--- src/core/lcs_consts.vh ---
// constants for the indicator and clock synthesizer configuration bank
`ifndef LCS_CONSTS_VH
`define LCS_CONSTS_VH

// register offsets, as used on the address port
`define LCS_OFF_IND 9'h10C
`define LCS_OFF_STAT 9'h10E
`define LCS_OFF_FSA 9'h16C
`define LCS_OFF_FSB 9'h172
`define LCS_OFF_BUS 9'h174
`define LCS_OFF_ID 9'h17E

// reset values
`define LCS_RST_IND 16'h007F
`define LCS_RST_FSA 16'h0642
`define LCS_RST_FSB 16'h09FC
`define LCS_RST_BUS 16'h07FE

// indicator_timing fields
`define LCS_IND_TIME_MSB 8
`define LCS_IND_TIME_LSB 0
`define LCS_IND_UNIT 9

// fast_synth_config_a fields
`define LCS_FSA_XDIV_MSB 3
`define LCS_FSA_XDIV_LSB 1
`define LCS_FSA_YDIV_MSB 6
`define LCS_FSA_YDIV_LSB 4
`define LCS_FSA_BYP 7
`define LCS_FSA_SRC 8
`define LCS_FSA_NRST 9

// synthesizer loop fields, shared by both loop registers
`define LCS_SY_RANGE_MSB 1
`define LCS_SY_RANGE_LSB 0
`define LCS_SY_PD 2
`define LCS_SY_LOOP_MSB 7
`define LCS_SY_LOOP_LSB 3
`define LCS_SY_SYNC 8
`define LCS_SY_PUMP_MSB 13
`define LCS_SY_PUMP_LSB 9

// status fields
`define LCS_ST_LED_OFF 0
`define LCS_ST_REF_DIV 1
`define LCS_ST_FB_DIV 2
`define LCS_ST_FAST_CLK 3
`define LCS_ST_DIV_HELD 4

// timing: clock period, one microsecond, microseconds per millisecond
`define LCS_CLK_PS 5000
`define LCS_US_PS 1000000
`define LCS_US_CYC ((`LCS_US_PS) / (`LCS_CLK_PS))
`define LCS_MS_US 1000

`endif

--- src/core/lcs_config_bank.v ---
// indicator timing and clock synthesizer configuration register bank
//
// Function
// - a nine-bit writable field sets how long the activity indicator stays off.
// - the unit bit picks milliseconds when 0 and microseconds when 1.
// - the selected reference is divided by the three-bit reference divide field.
// - the synthesizer feedback is divided by the three-bit feedback divide field.
// - with bypass set the selected source goes undivided onto the fast clock.
// - the source bit picks the host clock when 0 and the memory clock when 1.
// - the active-low divider reset bit holds the dividers in reset while 0.
// - each synthesizer runs while its power-down bit is 0 and is powered down at 1.
// - each synthesizer is forced into synchronisation mode while its sync bit is 1.
//
// Chosen here: the address-and-strobe port.
`include "lcs_consts.vh"
`timescale 1ns/1ps
`default_nettype none
module lcs_config_bank #(
    parameter AW = 9,
    parameter DW = 16,
    parameter DIV_W = 3,
    parameter TIME_W = 9,
    parameter US_CYC = `LCS_US_CYC,
    parameter MS_US = `LCS_MS_US,
    // arbitrary identification values
    parameter [7:0] PART_CODE = 8'h5A,
    parameter [7:0] REVISION_CODE = 8'hA5
) (
    input wire clk,
    input wire reset_n,
    input wire clk_en,
    input wire [AW-1:0] addr,
    input wire [DW-1:0] wr_data,
    input wire wr_en,
    input wire rd_en,
    output reg [DW-1:0] rd_data_q,
    input wire host_clk_pin,
    input wire mem_clk_pin,
    input wire synth_out_pin,
    input wire synth_fb_pin,
    input wire activity_pin,
    output wire led_off,
    output wire ref_div,
    output wire fb_div,
    output reg fast_clk_q,
    output reg div_reset_n_q,
    output wire fast_synth_power_down,
    output wire fast_synth_sync_force,
    output wire [1:0] fast_synth_range,
    output wire [4:0] fast_synth_loop_divider,
    output wire [4:0] fast_synth_pump_setting,
    output wire bus_synth_power_down,
    output wire bus_synth_sync_force,
    output wire [1:0] bus_synth_range,
    output wire [4:0] bus_synth_loop_divider,
    output wire [4:0] bus_synth_pump_setting
);
    localparam NPIN = 5;
    localparam P_HOST = 0;
    localparam P_MEM = 1;
    localparam P_SOUT = 2;
    localparam P_FB = 3;
    localparam P_ACT = 4;

    ////////////////////////////////////////////////////////////////////////
    // registers

    reg [DW-1:0] ind_q;
    reg [DW-1:0] fsa_q;
    reg [DW-1:0] fsb_q;
    reg [DW-1:0] bus_q;
    reg [DW-1:0] rd_mux;
    wire hit_ind;
    wire hit_stat;
    wire hit_fsa;
    wire hit_fsb;
    wire hit_bus;
    wire hit_id;

    assign hit_ind = (addr == `LCS_OFF_IND);
    assign hit_stat = (addr == `LCS_OFF_STAT);
    assign hit_fsa = (addr == `LCS_OFF_FSA);
    assign hit_fsb = (addr == `LCS_OFF_FSB);
    assign hit_bus = (addr == `LCS_OFF_BUS);
    assign hit_id = (addr == `LCS_OFF_ID);

    // reserved bits are stored as written; software keeps them zero
    always @(posedge clk) begin
        if (!reset_n) begin
            ind_q <= `LCS_RST_IND;
            fsa_q <= `LCS_RST_FSA;
            fsb_q <= `LCS_RST_FSB;
            bus_q <= `LCS_RST_BUS;
        end else if (clk_en && wr_en) begin
            if (hit_ind) begin
                ind_q <= wr_data;
            end
            if (hit_fsa) begin
                fsa_q <= wr_data;
            end
            if (hit_fsb) begin
                fsb_q <= wr_data;
            end
            if (hit_bus) begin
                bus_q <= wr_data;
            end
        end
    end

    ////////////////////////////////////////////////////////////////////////
    // pin synchronisers

    reg [NPIN-1:0] pin_s1_q;
    reg [NPIN-1:0] pin_s2_q;
    // stage three only feeds the edge detect; all other logic reads stage two
    // clock pins are sampled, so a source at or above half of clk loses edges
    reg [NPIN-1:0] pin_s3_q;
    wire [NPIN-1:0] pin_raw;
    wire [NPIN-1:0] pin_rise;

    assign pin_raw = {activity_pin, synth_fb_pin, synth_out_pin, mem_clk_pin, host_clk_pin};

    genvar gi;
    generate
        for (gi = 0; gi < NPIN; gi = gi + 1) begin : g_sync
            always @(posedge clk) begin
                if (!reset_n) begin
                    pin_s1_q[gi] <= 1'b0;
                    pin_s2_q[gi] <= 1'b0;
                    pin_s3_q[gi] <= 1'b0;
                end else if (clk_en) begin
                    pin_s1_q[gi] <= pin_raw[gi];
                    pin_s2_q[gi] <= pin_s1_q[gi];
                    pin_s3_q[gi] <= pin_s2_q[gi];
                end
            end
            assign pin_rise[gi] = pin_s2_q[gi] & ~pin_s3_q[gi];
        end
    endgenerate

    ////////////////////////////////////////////////////////////////////////
    // activity indicator

    wire ind_unit_us;
    wire [TIME_W-1:0] ind_time;

    assign ind_unit_us = ind_q[`LCS_IND_UNIT];
    assign ind_time = ind_q[`LCS_IND_TIME_MSB:`LCS_IND_TIME_LSB];

    // an activity edge while already off does not stretch the off time
    lcs_off_timer #(
        .US_CYC(US_CYC),
        .MS_US(MS_US),
        .TW(TIME_W)
    ) u_timer (
        .clk(clk),
        .reset_n(reset_n),
        .clk_en(clk_en),
        .start(pin_rise[P_ACT]),
        .off_time(ind_time),
        .unit_us(ind_unit_us),
        .led_off_q(led_off)
    );

    ////////////////////////////////////////////////////////////////////////
    // fast clock path

    wire src_mem;
    wire byp;
    wire sel_src;
    wire sel_rise;
    wire [DIV_W-1:0] xdiv;
    wire [DIV_W-1:0] ydiv;

    assign src_mem = fsa_q[`LCS_FSA_SRC];
    assign byp = fsa_q[`LCS_FSA_BYP];
    assign xdiv = fsa_q[`LCS_FSA_XDIV_MSB:`LCS_FSA_XDIV_LSB];
    assign ydiv = fsa_q[`LCS_FSA_YDIV_MSB:`LCS_FSA_YDIV_LSB];
    assign sel_src = src_mem ? pin_s2_q[P_MEM] : pin_s2_q[P_HOST];
    assign sel_rise = src_mem ? pin_rise[P_MEM] : pin_rise[P_HOST];

    // divider reset follows the bit one cycle later
    always @(posedge clk) begin
        if (!reset_n) begin
            div_reset_n_q <= 1'b0;
        end else if (clk_en) begin
            div_reset_n_q <= fsa_q[`LCS_FSA_NRST];
        end
    end

    lcs_edge_div #(
        .RW(DIV_W)
    ) u_ref_div (
        .clk(clk),
        .reset_n(reset_n),
        .clk_en(clk_en),
        .hold_n(div_reset_n_q),
        .ratio(xdiv),
        .src(sel_src),
        .src_rise(sel_rise),
        .div_q(ref_div)
    );

    lcs_edge_div #(
        .RW(DIV_W)
    ) u_fb_div (
        .clk(clk),
        .reset_n(reset_n),
        .clk_en(clk_en),
        .hold_n(div_reset_n_q),
        .ratio(ydiv),
        .src(pin_s2_q[P_FB]),
        .src_rise(pin_rise[P_FB]),
        .div_q(fb_div)
    );

    // bypass takes the source before the reference divider
    // a sampled copy for monitoring only, never a clock for logic
    always @(posedge clk) begin
        if (!reset_n) begin
            fast_clk_q <= 1'b0;
        end else if (clk_en) begin
            if (byp) begin
                fast_clk_q <= sel_src;
            end else begin
                fast_clk_q <= pin_s2_q[P_SOUT];
            end
        end
    end

    ////////////////////////////////////////////////////////////////////////
    // synthesizer loop controls, straight from the register flops

    assign fast_synth_power_down = fsb_q[`LCS_SY_PD];
    assign fast_synth_sync_force = fsb_q[`LCS_SY_SYNC];
    assign fast_synth_range = fsb_q[`LCS_SY_RANGE_MSB:`LCS_SY_RANGE_LSB];
    assign fast_synth_loop_divider = fsb_q[`LCS_SY_LOOP_MSB:`LCS_SY_LOOP_LSB];
    assign fast_synth_pump_setting = fsb_q[`LCS_SY_PUMP_MSB:`LCS_SY_PUMP_LSB];
    assign bus_synth_power_down = bus_q[`LCS_SY_PD];
    assign bus_synth_sync_force = bus_q[`LCS_SY_SYNC];
    assign bus_synth_range = bus_q[`LCS_SY_RANGE_MSB:`LCS_SY_RANGE_LSB];
    assign bus_synth_loop_divider = bus_q[`LCS_SY_LOOP_MSB:`LCS_SY_LOOP_LSB];
    assign bus_synth_pump_setting = bus_q[`LCS_SY_PUMP_MSB:`LCS_SY_PUMP_LSB];

    ////////////////////////////////////////////////////////////////////////
    // read path

    wire [DW-1:0] stat_word;

    assign stat_word = {{(DW-5){1'b0}}, ~div_reset_n_q, fast_clk_q, fb_div, ref_div, led_off};

    // the configuration word a is write-only and reads as zero
    always @* begin
        rd_mux = {DW{1'b0}};
        if (hit_ind) begin
            rd_mux = ind_q;
        end else if (hit_stat) begin
            rd_mux = stat_word;
        end else if (hit_fsb) begin
            rd_mux = fsb_q;
        end else if (hit_bus) begin
            rd_mux = bus_q;
        end else if (hit_id) begin
            rd_mux = {REVISION_CODE, PART_CODE};
        end
    end

    // data stands for one cycle after the strobe, zero otherwise
    always @(posedge clk) begin
        if (!reset_n) begin
            rd_data_q <= {DW{1'b0}};
        end else if (clk_en) begin
            rd_data_q <= rd_en ? rd_mux : {DW{1'b0}};
        end
    end
endmodule // lcs_config_bank
`default_nettype wire

--- src/core/lcs_edge_div.v ---
// integer divider driven by the rising edges of a sampled clock
`timescale 1ns/1ps
`default_nettype none
module lcs_edge_div #(
    parameter RW = 3
) (
    input wire clk,
    input wire reset_n,
    input wire clk_en,
    input wire hold_n,
    input wire [RW-1:0] ratio,
    input wire src,
    input wire src_rise,
    output reg div_q
);
    reg [RW-1:0] cnt_q;
    reg [RW-1:0] nxt;

    always @* begin
        nxt = (cnt_q == ratio) ? {RW{1'b0}} : cnt_q + {{(RW-1){1'b0}}, 1'b1};
    end

    // divides by ratio + 1; ratio 0 passes the source through
    always @(posedge clk) begin
        if (!reset_n) begin
            cnt_q <= {RW{1'b0}};
            div_q <= 1'b0;
        end else if (clk_en) begin
            if (!hold_n) begin
                cnt_q <= {RW{1'b0}};
                div_q <= 1'b0;
            end else if (ratio == {RW{1'b0}}) begin
                cnt_q <= {RW{1'b0}};
                div_q <= src;
            end else if (src_rise) begin
                cnt_q <= nxt;
                div_q <= (nxt <= (ratio >> 1));
            end
        end
    end
endmodule // lcs_edge_div
`default_nettype wire

--- src/core/lcs_off_timer.v ---
// indicator off-time timer with microsecond and millisecond time base
`timescale 1ns/1ps
`default_nettype none
module lcs_off_timer #(
    parameter US_CYC = 200,
    parameter MS_US = 1000,
    parameter TW = 9
) (
    input wire clk,
    input wire reset_n,
    input wire clk_en,
    input wire start,
    input wire [TW-1:0] off_time,
    input wire unit_us,
    output reg led_off_q
);
    // prescalers are 16 bits: more than 65536 cycles per microsecond or microseconds per millisecond do not fit
    localparam [31:0] US_LAST_W = US_CYC - 1;
    localparam [31:0] MS_LAST_W = MS_US - 1;
    localparam [15:0] US_LAST = US_LAST_W[15:0];
    localparam [15:0] MS_LAST = MS_LAST_W[15:0];

    reg [15:0] pre_q;
    reg [15:0] ms_q;
    reg [TW-1:0] cnt_q;
    reg unit_q;
    wire us_tick;
    wire ms_tick;
    wire unit_tick;

    assign us_tick = (pre_q == US_LAST);
    assign ms_tick = us_tick && (ms_q == MS_LAST);
    assign unit_tick = unit_q ? us_tick : ms_tick;

    always @(posedge clk) begin
        if (!reset_n) begin
            pre_q <= 16'h0000;
            ms_q <= 16'h0000;
            cnt_q <= {TW{1'b0}};
            unit_q <= 1'b0;
            led_off_q <= 1'b0;
        end else if (clk_en) begin
            // prescalers restart so the first unit is a full one
            if (start && !led_off_q) begin
                pre_q <= 16'h0000;
                ms_q <= 16'h0000;
                cnt_q <= off_time;
                unit_q <= unit_us;
                led_off_q <= (off_time != {TW{1'b0}});
            end else if (led_off_q) begin
                pre_q <= us_tick ? 16'h0000 : pre_q + 16'h0001;
                if (us_tick) begin
                    ms_q <= ms_tick ? 16'h0000 : ms_q + 16'h0001;
                end
                if (unit_tick) begin
                    cnt_q <= cnt_q - {{(TW-1){1'b0}}, 1'b1};
                    if (cnt_q == {{(TW-1){1'b0}}, 1'b1}) begin
                        led_off_q <= 1'b0;
                    end
                end
            end
        end
    end
endmodule // lcs_off_timer
`default_nettype wire

--- config.mk ---
export PLATFORM = sky130hd
export DESIGN_NAME = lcs_config_bank
export DESIGN_NICKNAME = d
export VERILOG_FILES = /design/src/core/lcs_config_bank.v /design/src/core/lcs_edge_div.v /design/src/core/lcs_off_timer.v
export VERILOG_INCLUDE_DIRS = /design/src /design/src/core
export SDC_FILE = /design/constraint.sdc
export NUM_CORES = 1
export LEC_CHECK = 0
export CAP_MARGIN = 20
export CORE_AREA = 2 2 109 111
export DETAILED_ROUTE_END_ITERATION = 10
export DIE_AREA = 0 0 111 113
export DONT_BUFFER_PORTS = 1
export GPL_ROUTABILITY_DRIVEN = 0
export PLACE_DENSITY_LB_ADDON = 0.3
export SYNTH_ARGS = -nofsm -noshare
export SYNTH_HDL_FRONTEND = slang
export SYNTH_SLANG_ARGS = --single-unit
--- constraint.sdc ---
create_clock -name clk -period 2.16 [get_ports clk]
set_input_delay 0.324 -clock clk [delete_from_list [all_inputs] [get_ports clk]]
set_output_delay 0.324 -clock clk [all_outputs]
set_load 0.02 [all_outputs]
; Word level (Yosys, flattened, before mapping)
; Index checks and enable logic that the tools add are counted.
[totals]
reg_bits = 141
inputBits = 35
word_cells = 117
[op_classes]
n_addsub = 5
order_cmp = 2
n_eq_ne = 13
muxes = 38
bitwise_logic = 9
n_reduce_logical = 20
[op_table]
columns = operator, count
row1 = 16-bit two-way mux, 13
row2 = "9-bit equality test, second input constant", 6
row3 = "16-bit by 1-bit adder with 16-bit output, second input constant", 2
row4 = 9-bit two-way mux, 3
row5 = 3-bit two-way mux, 8
row6 = "16-bit by 10-bit equality test with 1-bit output, second input constant", 1
row7 = "16-bit by 8-bit equality test with 1-bit output, second input constant", 1
row8 = 2-bit AND reduction, 8
row9 = 1-bit two-way mux, 14
row10 = "9-bit by 1-bit equality test with 1-bit output, second input constant", 1
row11 = 9-bit nonzero test, 1
row12 = "9-bit by 1-bit subtractor with 9-bit output, second input constant", 1
row13 = "3-bit by 1-bit adder with 3-bit output, second input constant", 2
row14 = 3-bit equality test, 2
row15 = 3-bit by 2-bit <= comparator with 1-bit output, 2
row16 = 3-bit logical NOT, 2
row17 = "3-bit by 1-bit inequality test with 1-bit output, second input constant", 2
row18 = 3-bit AND reduction, 2
row19 = 2-bit nonzero test, 3
row20 = 1-bit NOT, 5
row21 = 1-bit AND, 4
row22 = 1-bit logical AND, 3
row23 = 1-bit logical NOT, 1

; Longest topological paths before layout
; Gate-level depths: netlist of run 1.
[depth]
word_depth = 7
mapped_depth = 10

; Modules after synthesis
; A second synthesis of run 1 with hierarchy kept.
[unflattened]
cells_unflattened = 798
hier_area_um2 = 7236.9
[by_module_without_submodules]
columns = module, instances, cells_each, area_per_inst_um2, seq_area_each_um2
row1 = lcs_config_bank, 1, 429, 4170.2, 1781.7
row2 = lcs_off_timer, 1, 281, 2348.5, 860.8
row3 = lcs_edge_div, 2, 44, 359.1, 80.1

; Worst setup path after synthesis of run 1
; OpenSTA, ideal clock, no wires.
[synth_timing]
path_type = register to register
startpoint = register u_timer.pre_q[0]
endpoint = register u_timer.ms_q[11]
t_arrival_ns = 1.783
required_ns = 2.043
path_slack_ns = 0.260
path_stages_with_launch = 9
path_buffers = 2
synth_period_minus_slack_ns = 1.900
path_cell_list = dfxtp_1 ha_1 nor3b_1 and4_1 buf_2 o21ai_2 o21ai_2 buf_2 nor2_1
[synth_between]
elab_chain_cells = 6
word_cells_on_any_way = 8
classes_between = 1 x eq/ne / 4 x mux / 3 x reduce/logical
[synth_lines]
columns = element, line
row1 = start: declaration, lcs_off_timer.v:23  ; reg [15:0] pre_q;
row2 = start signal: assignment, lcs_off_timer.v:51  ; pre_q <= us_tick ? 16'h0000 : pre_q + 16'h0001;
row3 = 16-bit by 8-bit equality test with 1-bit output *, lcs_off_timer.v:31  ; assign us_tick = (pre_q == US_LAST);
row4 = 1-bit logical AND, lcs_off_timer.v:32  ; assign ms_tick = us_tick && (ms_q == MS_LAST);
row5 = 16-bit two-way mux, lcs_off_timer.v:53  ; ms_q <= ms_tick ? 16'h0000 : ms_q + 16'h0001;
row6 = 16-bit two-way mux, lcs_off_timer.v:52  ; if (us_tick) begin
row7 = 16-bit two-way mux, lcs_off_timer.v:50  ; end else if (led_off_q) begin
row8 = 16-bit two-way mux, lcs_off_timer.v:44  ; if (start && !led_off_q) begin
row9 = end signal: assignment, lcs_off_timer.v:53
row10 = end: declaration, lcs_off_timer.v:24  ; reg [15:0] ms_q;
; Mark *: on every way between the ends. The rest lies on a longest branch, timed or not. The select of a mux whose other input is x is not followed.
; A chain may end at the register's enable or synchronous reset.

; Final worst setup path of run 1
[layout_timing]
startpoint = register u_timer.pre_q[0]
endpoint = register u_timer.cnt_q[4]
[layout_between]
elab_chain_cells = 5
[layout_lines]
columns = element, line
row1 = 16-bit by 8-bit equality test with 1-bit output *, lcs_off_timer.v:31
row2 = 1-bit logical AND, lcs_off_timer.v:32
row3 = 1-bit two-way mux *, lcs_off_timer.v:33  ; assign unit_tick = unit_q ? us_tick : ms_tick;
row4 = 2-bit nonzero test (no line) *, --
row5 = 3-bit AND reduction (no line) *, --
row6 = end signal: assignment, lcs_off_timer.v:39  ; cnt_q <= {TW{1'b0}};
row7 = end signal: assignment, lcs_off_timer.v:47  ; cnt_q <= off_time;
row8 = end signal: assignment, lcs_off_timer.v:56  ; cnt_q <= cnt_q - {{(TW-1){1'b0}}, 1'b1};
row9 = end: declaration, lcs_off_timer.v:25  ; reg [TW-1:0] cnt_q;
; Mark *: on every way between the ends. The rest lies on a longest branch, timed or not.

==> results of run 1 <==
-- cells in the mapped netlist (9+ instances only) --
master,n,share of area (%)
sky130_fd_sc_hd__buf_4,24,2.7
sky130_fd_sc_hd__nor2_1,67,3.7
sky130_fd_sc_hd__xor2_1,10,1.3
sky130_fd_sc_hd__nor3_1,16,1.2
sky130_fd_sc_hd__nand3_1,39,2.9
sky130_fd_sc_hd__clkbuf_1,24,1.3
sky130_fd_sc_hd__nor4_1,15,1.4
sky130_fd_sc_hd__mux2i_1,29,4.3
sky130_fd_sc_hd__ha_1,10,1.9
sky130_fd_sc_hd__buf_2,10,0.75
sky130_fd_sc_hd__inv_1,15,0.84
sky130_fd_sc_hd__xnor2_1,20,2.6
sky130_fd_sc_hd__and3_1,9,0.84
sky130_fd_sc_hd__dfxtp_1,140,42
sky130_fd_sc_hd__nand2_1,151,8.4
sky130_fd_sc_hd__o21ai_0,20,1.5
sky130_fd_sc_hd__a21oi_1,50,3.7
-- power by group through the flow --
stage                     registers, mW  logic (mW)  clock network (mW)
after CTS                          2.62       0.198                3.08
after floorplan                    2.67       0.163                   0
after global routing               2.62       0.226                3.19
after global placement             2.67       0.182                   0
after detailed placement           2.67       0.187                   0
final                              2.62       0.206                3.05
-- cell families (layout without fill, tap and decap cells) --
| group | after synthesis | count (layout) | synth area share, % |
|---|---|---|---|
| and+or+nand+nor | 363 | 363 | 26.7 |
| AOI/OAI and AO/OA | 143 | 143 | 14.5 |
| DFF | 140 | 140 | 41.7 |
| buffers and inverters | 79 | 81 | 6.35 |
| muxes | 33 | 33 | 4.99 |
| xor gates and xnor gates | 30 | 30 | 3.91 |
| adders and majority gates | 10 | 10 | 1.86 |
-- worst max-delay path, delay by kind of cell (launching register included) --
family                     cells  cell delay (ns)
DFF                            1             0.36
adders and majority gates      1             0.18
AOI/OAI and AO/OA              3             0.51
and+or+nand+nor                2             0.66
buffers and inverters          1             0.23
-- registers in the layout, summed over array words and instances, names as in the netlist --
| signal | cells |
|---|---|
| u_timer.led_off_q | 1 |
| u_timer.unit_q | 1 |
| pin_s1_q | 5 |
| u_ref_div.div_q | 1 |
| pin_s2_q | 5 |
| u_fb_div.cnt_q | 3 |
| u_timer.cnt_q | 9 |
| u_timer.pre_q | 16 |
| fsa_q | 9 |
| fsb_q | 16 |
| pin_s3_q | 4 |
| ind_q | 16 |
| u_ref_div.cnt_q | 3 |
| fast_clk_q | 1 |
| u_fb_div.div_q | 1 |
| bus_q | 16 |
| rd_data_q | 16 |
| u_timer.ms_q | 16 |
| div_reset_n_q | 1 |
-- repair_timing --
action                                  CTS  global route
endpoints found under the setup margin    0             7
resized for setup                         0            11
endpoints found under the hold margin    28             0
buffers inserted                          0             2
hold buffers                              1             0
-- metrics by stage --
stage                     total power [mW]  setup TNS (ns)  cells  worst slack, ns  hold slack [ns]
after CTS                             5.89               0    940           0.0746          0.00887
after floorplan                       2.83               0    798            0.260            0.431
final                                 5.88               0    943            0.108           0.0174
after global placement                2.86               0    907            0.155            0.401
after global routing                  6.03         -0.0245    943          -0.0167          0.00777
after detailed placement              2.86               0    907           0.0934            0.400
-- metal layers --
metal,up-vias,part of all wire [%]
li1,2779,-
met1,2793,41
met2,252,48
met3,40,8.9
met4,0,2.2
met5,-,0
-- worst paths after layout --
kind / slack [ns] / start / cells past startpoint / to
hold reg to reg: 0.45 / bus_q[15]$_SDFFE_PN0P_ / 2 / bus_q[15]$_SDFFE_PN0P_
setup / recovery: 0.11 / u_timer.pre_q[0]$_SDFFE_PN0P_ / 7 / u_timer.cnt_q[4]$_SDFFE_PN0P_
hold / removal: 0.02 / wr_data[6] / 2 / bus_q[6]$_SDFFE_PN1P_
setup reg to reg: 0.11 / u_timer.pre_q[0]$_SDFFE_PN0P_ / 7 / u_timer.cnt_q[4]$_SDFFE_PN0P_
-- area by class of cell --
type / count / area, sq um
multi-input cells: 579 / 3520
fillers: 901 / 3790
clock inverters: 13 / 163
clock buffers: 19 / 453
well taps: 143 / 179
flip-flops and latches: 140 / 2810
repair buffers: 34 / 313
inverters: 15 / 56.3
==> metrics.yaml, run 1 <==
nets: 832
grt_use_total_pct: 28.2
fp.coreArea_sq_um: 11300
power.leakage_nw: 2.86
netlist_instances: 798
worstSkewPairLatency_ns: 0.43
post_drt_wl_per_cell_um: 18.6
number_of_synthesized_flops_with_an_enable_pin: 0
drtIter0Drc: 546
setup.worst_path.end_class: "flip-flop"
cts_buffers: 17
finish.utilization_pct: 66.4
antenna_cells: 0
num_vias: 5864
design_area_sq_um: 7490
finalCritPeriodShare_pct: 95.0
worst_setup_hold_path_clk_slew_ns: 0.06
p_sw_share_pct: 22.3
synth-seq-area-share_pct: 41.7
synth_cell_types: 72
place.detailed.hpwl_um: 11800
synth_area_sq_um: 6720
clock-sinks: 140
io_pins: 84
hold_violations: 0
yosys_most_used_dff: "sky130_fd_sc_hd__dfxtp_1"
postRouteWirelength_um: 17500
syn_area_per_cell_sq_um: 8.42
die_height_um: 113
power.share.sequential_pct: 44.5
internal-power_mw: 4.57
critPathArrivalTime_ns: 2.37
max_cap_violations: 0
grt_overflow_total: 0
syn_nets: 843
drv_slew: 0
layout_commonest_cell: "sky130_fd_sc_hd__nand2_1"
h-tree-depth: 4
period_minus_slack_ns: 2.05
grt_pass1_wl_um: 28600
grt_max_degree: 47
final-setup-viol-count: 0
dieArea_sq_um: 12500
cellPowerDensity_nw_per_um2: 785
critPathSlowestCell: "sky130_fd_sc_hd__dfxtp_1"
tightest_slew_ns: 0.772
class_of_the_worst_hold_path: "input port to flip-flop"
yosysWarnings: 0
power_switching_mw: 1.31
io_buffers: 0
placedInstanceArea_sq_um: 6800
clock-root-buffer: "sky130_fd_sc_hd__clkbuf_16"
global_route.peak_usage_layer: "met2"
async_flop_share_pct: 0
critPathMaxStageDelay_ns: 0.36
pwr-share-clk_pct: 51.9
initial_utilization_pct: 59.6
outcome: "finished, final reports clean"
width_of_the_die_um: 111
remaining_drc_errors: 0
antenna_found_initial: 0
grt_pass1_vias: 5639
cp_cell_sequence: "ha_1 > nor3b_1 > and4_4 > o211ai_1 > buf_4 > o211ai_1 > o21ai_0"
timing.clock.skew_ns: 0.00547
yosys_register_bits: 140
std_cell_rows: 39
met2_resource_use_gr_pct: 46.0
start_kind: "flip-flop"
detail-route-antenna-nets: 0
tritoncts: "built"
ctsLongestPathBuffers: 2
via_per_inst: 6.22
path_max_fanout: 7
drtPass1Iterations: 7
groute.layer.met3.usage_pct: 9.43
vdd.ir_drop.worst_mv: 0.716
highest_count_cells_in_the_layout_ignoring_fill_and_taps: "sky130_fd_sc_hd__nand2_1 (151), sky130_fd_sc_hd__dfxtp_1 (137), sky130_fd_sc_hd__nor2_1 (67), sky130_fd_sc_hd__a21oi_1 (50), sky130_fd_sc_hd__nand3_1 (39)"
worstSetupPathType: "flip-flop to flip-flop"
critical-path-top-cell-by-count: "sky130_fd_sc_hd__o211ai_1"
met1_usage_pct: 35.2
achievable-frequency_mhz: 487
synthToLayoutAreaGrowth_pct: 11.5
data_required_time_of_the_critical_path_ns: 2.47
proportion_of_layout_cells_with_a_drive_suffix_above_1_pct: 13.4
maxSlewHeadroom_pct: 48.1
pwr-share-comb_pct: 3.5
No activity file was read; power rests on OpenSTA's default activity.
==> run 2: changes to the inputs <==
Settings changed: CORE_AREA 2 2 109 111 to 2 2 153 155, DIE_AREA 0 0 111 113 to 0 0 155 157, PLACE_DENSITY set to 0.39, PLACE_DENSITY_LB_ADDON 0.3 to not set.
==> metrics.yaml, run 2 (synthesized netlist as in run 1, its figures left out) <==
worstRegToRegCells: 7  # unchanged
via_per_inst: 5.25  # -16%
finalCritPeriodShare_pct: 92.0  # -3.0 points
worst-r2r-setup-slack_ns: 0.17  # +0.06 ns
hp-start: "wr_data[7]"
rr_endpoint: "u_timer.cnt_q[3]$_SDFFE_PN0P_"
setup.worst_path.end_class: "flip-flop"
cellPowerDensity_nw_per_um2: 749  # -4.6%
dieArea_sq_um: 24300  # +94%
hold_violations: 0  # unchanged
cts_buffers: 17  # unchanged
worstSkewPairLatency_ns: 0.43  # about the same
nets: 845  # +1.6%
drtPass1Iterations: 4  # -3
grt_max_degree: 47  # unchanged
worst_setup_hold_path_clk_slew_ns: 0.07  # about the same
layout.filler_cells: 2315  # +160%
grt_pass1_vias: 5903  # +4.7%
detail-route-antenna-nets: 0  # unchanged
io_buffers: 0  # unchanged
num_vias: 5760  # -1.8%
drv_slew: 0  # unchanged
antenna_cells: 0  # unchanged
period_minus_slack_ns: 1.99  # -0.0647 ns
number_of_setup_buffers_added_after_cts: 0  # unchanged
place.detailed.hpwl_um: 14400  # +22%
grt_overflow_total: 0  # unchanged
grt_setup_unrepaired: "false"
std_cell_rows: 55  # +41%
post_drt_wl_per_cell_um: 18.5  # -0.42%
grt_use_total_pct: 17.2  # -11 points
finalHoldWorstSlack_ns: 0.0205  # +0.00309 ns
remaining_drc_errors: 0  # unchanged
synthToLayoutAreaGrowth_pct: 15.4
layout_commonest_cell: "sky130_fd_sc_hd__nand2_1"
totalNegativeSetupSlack_ns: 0  # unchanged
vdd.ir_drop.worst_mv: 0.475  # -34%
achievable-frequency_mhz: 503  # +3.3%
data_required_time_of_the_critical_path_ns: 2.44  # -0.03 ns
width_of_the_die_um: 155  # +40%
highest_count_cells_in_the_layout_ignoring_fill_and_taps: "sky130_fd_sc_hd__nand2_1 (151), sky130_fd_sc_hd__dfxtp_1 (138), sky130_fd_sc_hd__nor2_1 (67), sky130_fd_sc_hd__a21oi_1 (50), sky130_fd_sc_hd__buf_4 (41)"
maxSlewHeadroom_pct: 44.2  # -3.9 points
timing.clock.skew_ns: 0.0108  # +0.00536 ns
critPathSlowestCell: "sky130_fd_sc_hd__dfxtp_1"
proportion_of_layout_cells_with_a_drive_suffix_above_1_pct: 14.5  # +1.1 points
whs_path_depth: 2  # unchanged
h-tree-depth: 4  # unchanged
tightest_slew_ns: 0.830  # +0.0577 ns
min_to: "fsb_q[7]$_SDFFE_PN1P_"
start_kind: "flip-flop"
die_height_um: 157  # +39%
io_pins: 84  # unchanged
path_max_fanout: 5  # -2
final-setup-viol-count: 0  # unchanged
clock-sinks: 140  # unchanged
critPathArrivalTime_ns: 2.27  # -0.10 ns
outcome: "finished, final reports clean"
grt_pass1_wl_um: 32800  # +15%
tritoncts: "built"
clock-root-buffer: "sky130_fd_sc_hd__clkbuf_16"
postRouteWirelength_um: 20300  # +16%
power.leakage_nw: 2.90  # +1.6%
class_of_the_worst_hold_path: "input port to flip-flop"
max_cap_violations: 0  # unchanged
initial_utilization_pct: 29.8  # -30 points
antenna_found_initial: 0  # unchanged
worstSetupPathType: "flip-flop to flip-flop"
report.power.total_mw: 5.80  # -1.3%
ctsLongestPathBuffers: 2  # unchanged
drtIter0Drc: 355  # -35%
critPathMaxStageDelay_ns: 0.33  # -0.03 ns
cp_cell_sequence: "ha_1 > nor3b_1 > and4_1 > o211ai_1 > buf_4 > nor4_1 > o22ai_1"
rr_startpoint: "u_timer.ms_q[0]$_SDFFE_PN0P_"
fp.coreArea_sq_um: 22500  # +100%
run 2: what timing repair did:
item | in CTS | in global routing
gates resized for setup | 0 | 6
endpoints found under the hold margin | 28 | 1
hold buffers | 1 | 1
endpoints found under the setup margin | 0 | 12
run 2: how the worst max path moves through the flow:
stage,start,cells after the start,endpoint
after floorplan,u_timer.pre_q[0]$_SDFFE_PN0P_,8,u_timer.ms_q[11]$_SDFFE_PN0P_
after global placement,u_fb_div.cnt_q[0]$_SDFFE_PN0P_,10,u_fb_div.div_q$_SDFFE_PN0P_
after detailed placement,u_timer.pre_q[0]$_SDFFE_PN0P_,7,u_timer.ms_q[7]$_SDFFE_PN0P_
after CTS,u_timer.pre_q[0]$_SDFFE_PN0P_,7,u_timer.ms_q[7]$_SDFFE_PN0P_
after global routing,u_timer.pre_q[7]$_SDFFE_PN0P_,6,u_timer.cnt_q[3]$_SDFFE_PN0P_
final,u_timer.ms_q[0]$_SDFFE_PN0P_,7,u_timer.cnt_q[3]$_SDFFE_PN0P_
run 2: layer usage:
layer	vias up	global-route usage (%)	wire (um)
met5	-	0	0
met4	0	4.85	337
met3	17	5.75	1420
met1	2795	22.2	9180
met2	147	27.5	9390
li1	2801	-	-
run 2: area by class of cell:
| cell class | instances | area, sq um | share of cell area (%) |
|---|---|---|---|
| clock buffer | 17 | 425 | 5.49 |
| clock inverter | 15 | 165 | 2.13 |
| inverter | 15 | 56.3 | 0.727 |
| multi-input combinational | 579 | 3520 | 45.4 |
| sequential | 140 | 2810 | 36.2 |
| tap | 285 | 357 | 4.60 |
| timing repair buffer | 47 | 418 | 5.39 |
run 2: critical path, delay by kind of cell (launching register included):
family / cells / cell delay [ns]
AOI/OAI and AO/OA: 2 / 0.34
adders and majority gates: 1 / 0.24
buffers and inverters: 1 / 0.20
DFF: 1 / 0.33
and+or+nand+nor: 3 / 0.73
run 2: power by group:
group / internal (mW) / leakage (nW) / switching, mW / total (mW)
Combinational: 0.0859 / 1.48 / 0.132 / 0.218
Sequential: 2.60 / 1.13 / 0.0168 / 2.61
Clock: 1.65 / 0.285 / 1.32 / 2.97
run 2: per-stage QoR:
| step | setup slack, ns | cell area [sq um] | cells | util, % |
|---|---|---|---|---|
| after CTS | 0.129 | 7710 | 1097 | 34.3 |
| after global placement | 0.221 | 7100 | 1064 | 31.6 |
| after global routing | 0.00739 | 7750 | 1098 | 34.4 |
| final | 0.173 | 7750 | 1098 | 34.4 |
| after floorplan | 0.260 | 6720 | 798 | - |
| after detailed placement | 0.140 | 7100 | 1064 | 31.6 |
==> run 3: changes to the inputs <==
Settings changed: CELL_PAD_IN_SITES_DETAIL_PLACEMENT set to 1, CELL_PAD_IN_SITES_GLOBAL_PLACEMENT set to 2, PLACE_DENSITY 0.39 to 0.6.
==> metrics.yaml, run 3 (synthesized netlist as in run 1, its figures left out) <==
outcome: "finished, final reports clean"
vdd.ir_drop.worst_mv: 0.374  # -21%
antenna_found_initial: 0  # unchanged
tightest_slew_ns: 0.861  # +0.0310 ns
width_of_the_die_um: 155  # unchanged
class_of_the_worst_hold_path: "input port to flip-flop"
achievable-frequency_mhz: 500  # -0.59%
power.leakage_nw: 2.92  # +0.67%
final-setup-viol-count: 0  # unchanged
multi_input_comb_area_sq_um: 3550  # +0.75%
drv_slew: 0  # unchanged
groute.layer.met3.usage_pct: 5.34  # -0.41 points
numPlacedInstances: 1065  # +0.094%
tritoncts: "built"
met1_usage_pct: 24.0  # +1.8 points
regArea_sq_um: 2810  # unchanged
pwr-share-comb_pct: 4.0  # +0.2 points
detail-route-antenna-nets: 0  # unchanged
post_drt_wl_per_cell_um: 20.2  # +9.3%
worst_setup_hold_path_clk_slew_ns: 0.07  # about the same
finalCritPeriodShare_pct: 92.6  # +0.55 points
grt_pass1_wl_um: 35700  # +8.9%
hold_violations: 0  # unchanged
via_per_inst: 5.37  # +2.4%
place.detailed.hpwl_um: 15600  # +8.2%
clock-sinks: 140  # unchanged
postRouteWirelength_um: 22300  # +9.7%
maxSlewHeadroom_pct: 42.1  # -2.1 points
max_cap_violations: 0  # unchanged
std_cell_rows: 55  # unchanged
post-route-worst-setup-slack_ns: 0.161  # -0.0118 ns
proportion_of_layout_cells_with_a_drive_suffix_above_1_pct: 15.2  # +0.66 points
period_minus_slack_ns: 2.00  # +0.0118 ns
initial_utilization_pct: 29.8  # unchanged
drtPass1Iterations: 4  # unchanged
layout_commonest_cell: "sky130_fd_sc_hd__nand2_1"
layout.filler_cells: 2625  # +13%
place_ws_ns: 0.122  # -0.0172 ns
rr_startpoint: "u_timer.pre_q[0]$_SDFFE_PN0P_"
worstSetupStartpoint: "u_timer.pre_q[0]$_SDFFE_PN0P_"
data_required_time_of_the_critical_path_ns: 2.49  # +0.05 ns
die_height_um: 157  # unchanged
num_vias: 5922  # +2.8%
power.share.sequential_pct: 45.9  # +0.8 points
io_buffers: 0  # unchanged
critPathArrivalTime_ns: 2.33  # +0.06 ns
h-tree-depth: 4  # unchanged
ctsLongestPathBuffers: 2  # unchanged
global_route.peak_usage_layer: "met2"
p_sw_share_pct: 25.7  # +0.36 points
antenna_cells: 0  # unchanged
clock-root-buffer: "sky130_fd_sc_hd__clkbuf_16"
grt_use_total_pct: 19.0  # +1.8 points
remaining_drc_errors: 0  # unchanged
setup.worst_path.end_class: "flip-flop"
nets: 849  # +0.47%
worstRegToRegCells: 8  # +1
met2_resource_use_gr_pct: 31.7  # +4.2 points
finish.utilization_pct: 34.5  # +0.12 points
highest_count_cells_in_the_layout_ignoring_fill_and_taps: "sky130_fd_sc_hd__nand2_1 (151), sky130_fd_sc_hd__dfxtp_1 (138), sky130_fd_sc_hd__nor2_1 (67), sky130_fd_sc_hd__a21oi_1 (50), sky130_fd_sc_hd__buf_4 (43)"
grt_setup_unrepaired: "false"
worst-r2r-setup-slack_ns: 0.16  # about the same
worstSetupPathType: "flip-flop to flip-flop"
finish.cell_count_without_fillers: 1102  # +0.36%
rr_endpoint: "u_timer.ms_q[10]$_SDFFE_PN0P_"
grt_max_degree: 75  # +60%
path_max_fanout: 16  # +11
io_pins: 84  # unchanged
internal-power_mw: 4.23  # -2.2%
synthToLayoutAreaGrowth_pct: 15.7
pwr-share-clk_pct: 50.1  # -1.1 points
grt_overflow_total: 0  # unchanged
grt_pass1_vias: 6338  # +7.4%
totalNegativeSetupSlack_ns: 0  # unchanged
worstSkewPairLatency_ns: 0.43  # about the same
timing.critical_path.to: "u_timer.ms_q[10]$_SDFFE_PN0P_"
fp.coreArea_sq_um: 22500  # unchanged
cts_buffers: 17  # unchanged
timing.clock.skew_ns: 0.00805  # -0.00277 ns
cellPowerDensity_nw_per_um2: 733  # -2.1%
dieArea_sq_um: 24300  # unchanged
power_switching_mw: 1.47  # -0.37%
start_kind: "flip-flop"
drtIter0Drc: 304  # -14%
run 3: worst max-delay path: stages (launching register included):
cell and delay [ns]:
sky130_fd_sc_hd__dfxtp_1 0.32, sky130_fd_sc_hd__ha_1 0.21, sky130_fd_sc_hd__nor3b_2 0.16, sky130_fd_sc_hd__and4_1 0.20, sky130_fd_sc_hd__buf_4 0.16, sky130_fd_sc_hd__o21ai_2 0.32
sky130_fd_sc_hd__o21ai_2 0.14, sky130_fd_sc_hd__buf_12 0.17, sky130_fd_sc_hd__a311oi_1 0.22
run 3: power by group through the flow:
stage | clock, mW | combinational [mW] | sequential [mW]
after detailed placement | 0 | 0.210 | 2.67
after global placement | 0 | 0.205 | 2.67
after floorplan | 0 | 0.163 | 2.67
after global routing | 3.04 | 0.252 | 2.62
after CTS | 2.93 | 0.230 | 2.62
final | 2.86 | 0.229 | 2.62
run 3: stage by stage:
stage	instance area, sq um	hold slack [ns]	total power, mW
after floorplan	6720	0.431	2.83
after global placement	7100	0.411	2.88
after detailed placement	7100	0.414	2.88
after CTS	7720	0.00144	5.77
after global routing	7770	0.000218	5.91
final	7770	0.0163	5.70
run 3: worst min path at each step:
stage	cells after the start	start	to	slack [ns]
after floorplan	2	fsb_q[14]$_SDFFE_PN0P_	fsb_q[14]$_SDFFE_PN0P_	0.43
after global placement	1	reset_n	fsa_q[9]$_SDFFE_PN1P_	0.41
after detailed placement	1	reset_n	fsa_q[9]$_SDFFE_PN1P_	0.41
after CTS	2	wr_data[5]	bus_q[5]$_SDFFE_PN1P_	0.001
after global routing	2	wr_data[0]	ind_q[0]$_SDFFE_PN1P_	0.0002
final	2	wr_data[2]	fsb_q[2]$_SDFFE_PN1P_	0.02
run 3: metal layers:
metal / routed length, um / up-vias
met5: 0 / -
met4: 299 / 0
met3: 1390 / 22
met2: 10500 / 128
met1: 10100 / 2958
li1: - / 2814
run 3: repair_timing:
action / in CTS / in global routing
gates resized for setup: 0 / 11
hold buffers: 5 / 0
setup buffers: 0 / 0
endpoints found under the setup margin: 0 / 15
endpoints found under the hold margin: 28 / 0
run 3: final cells by class:
class,count,share of cell area (%)
clock buffers,18,5.65
inverters,15,0.724
clock inverters,14,1.63
multi-input cells,579,45.6
well taps,285,4.59
flip-flops and latches,140,36.1
repair buffers,51,5.70
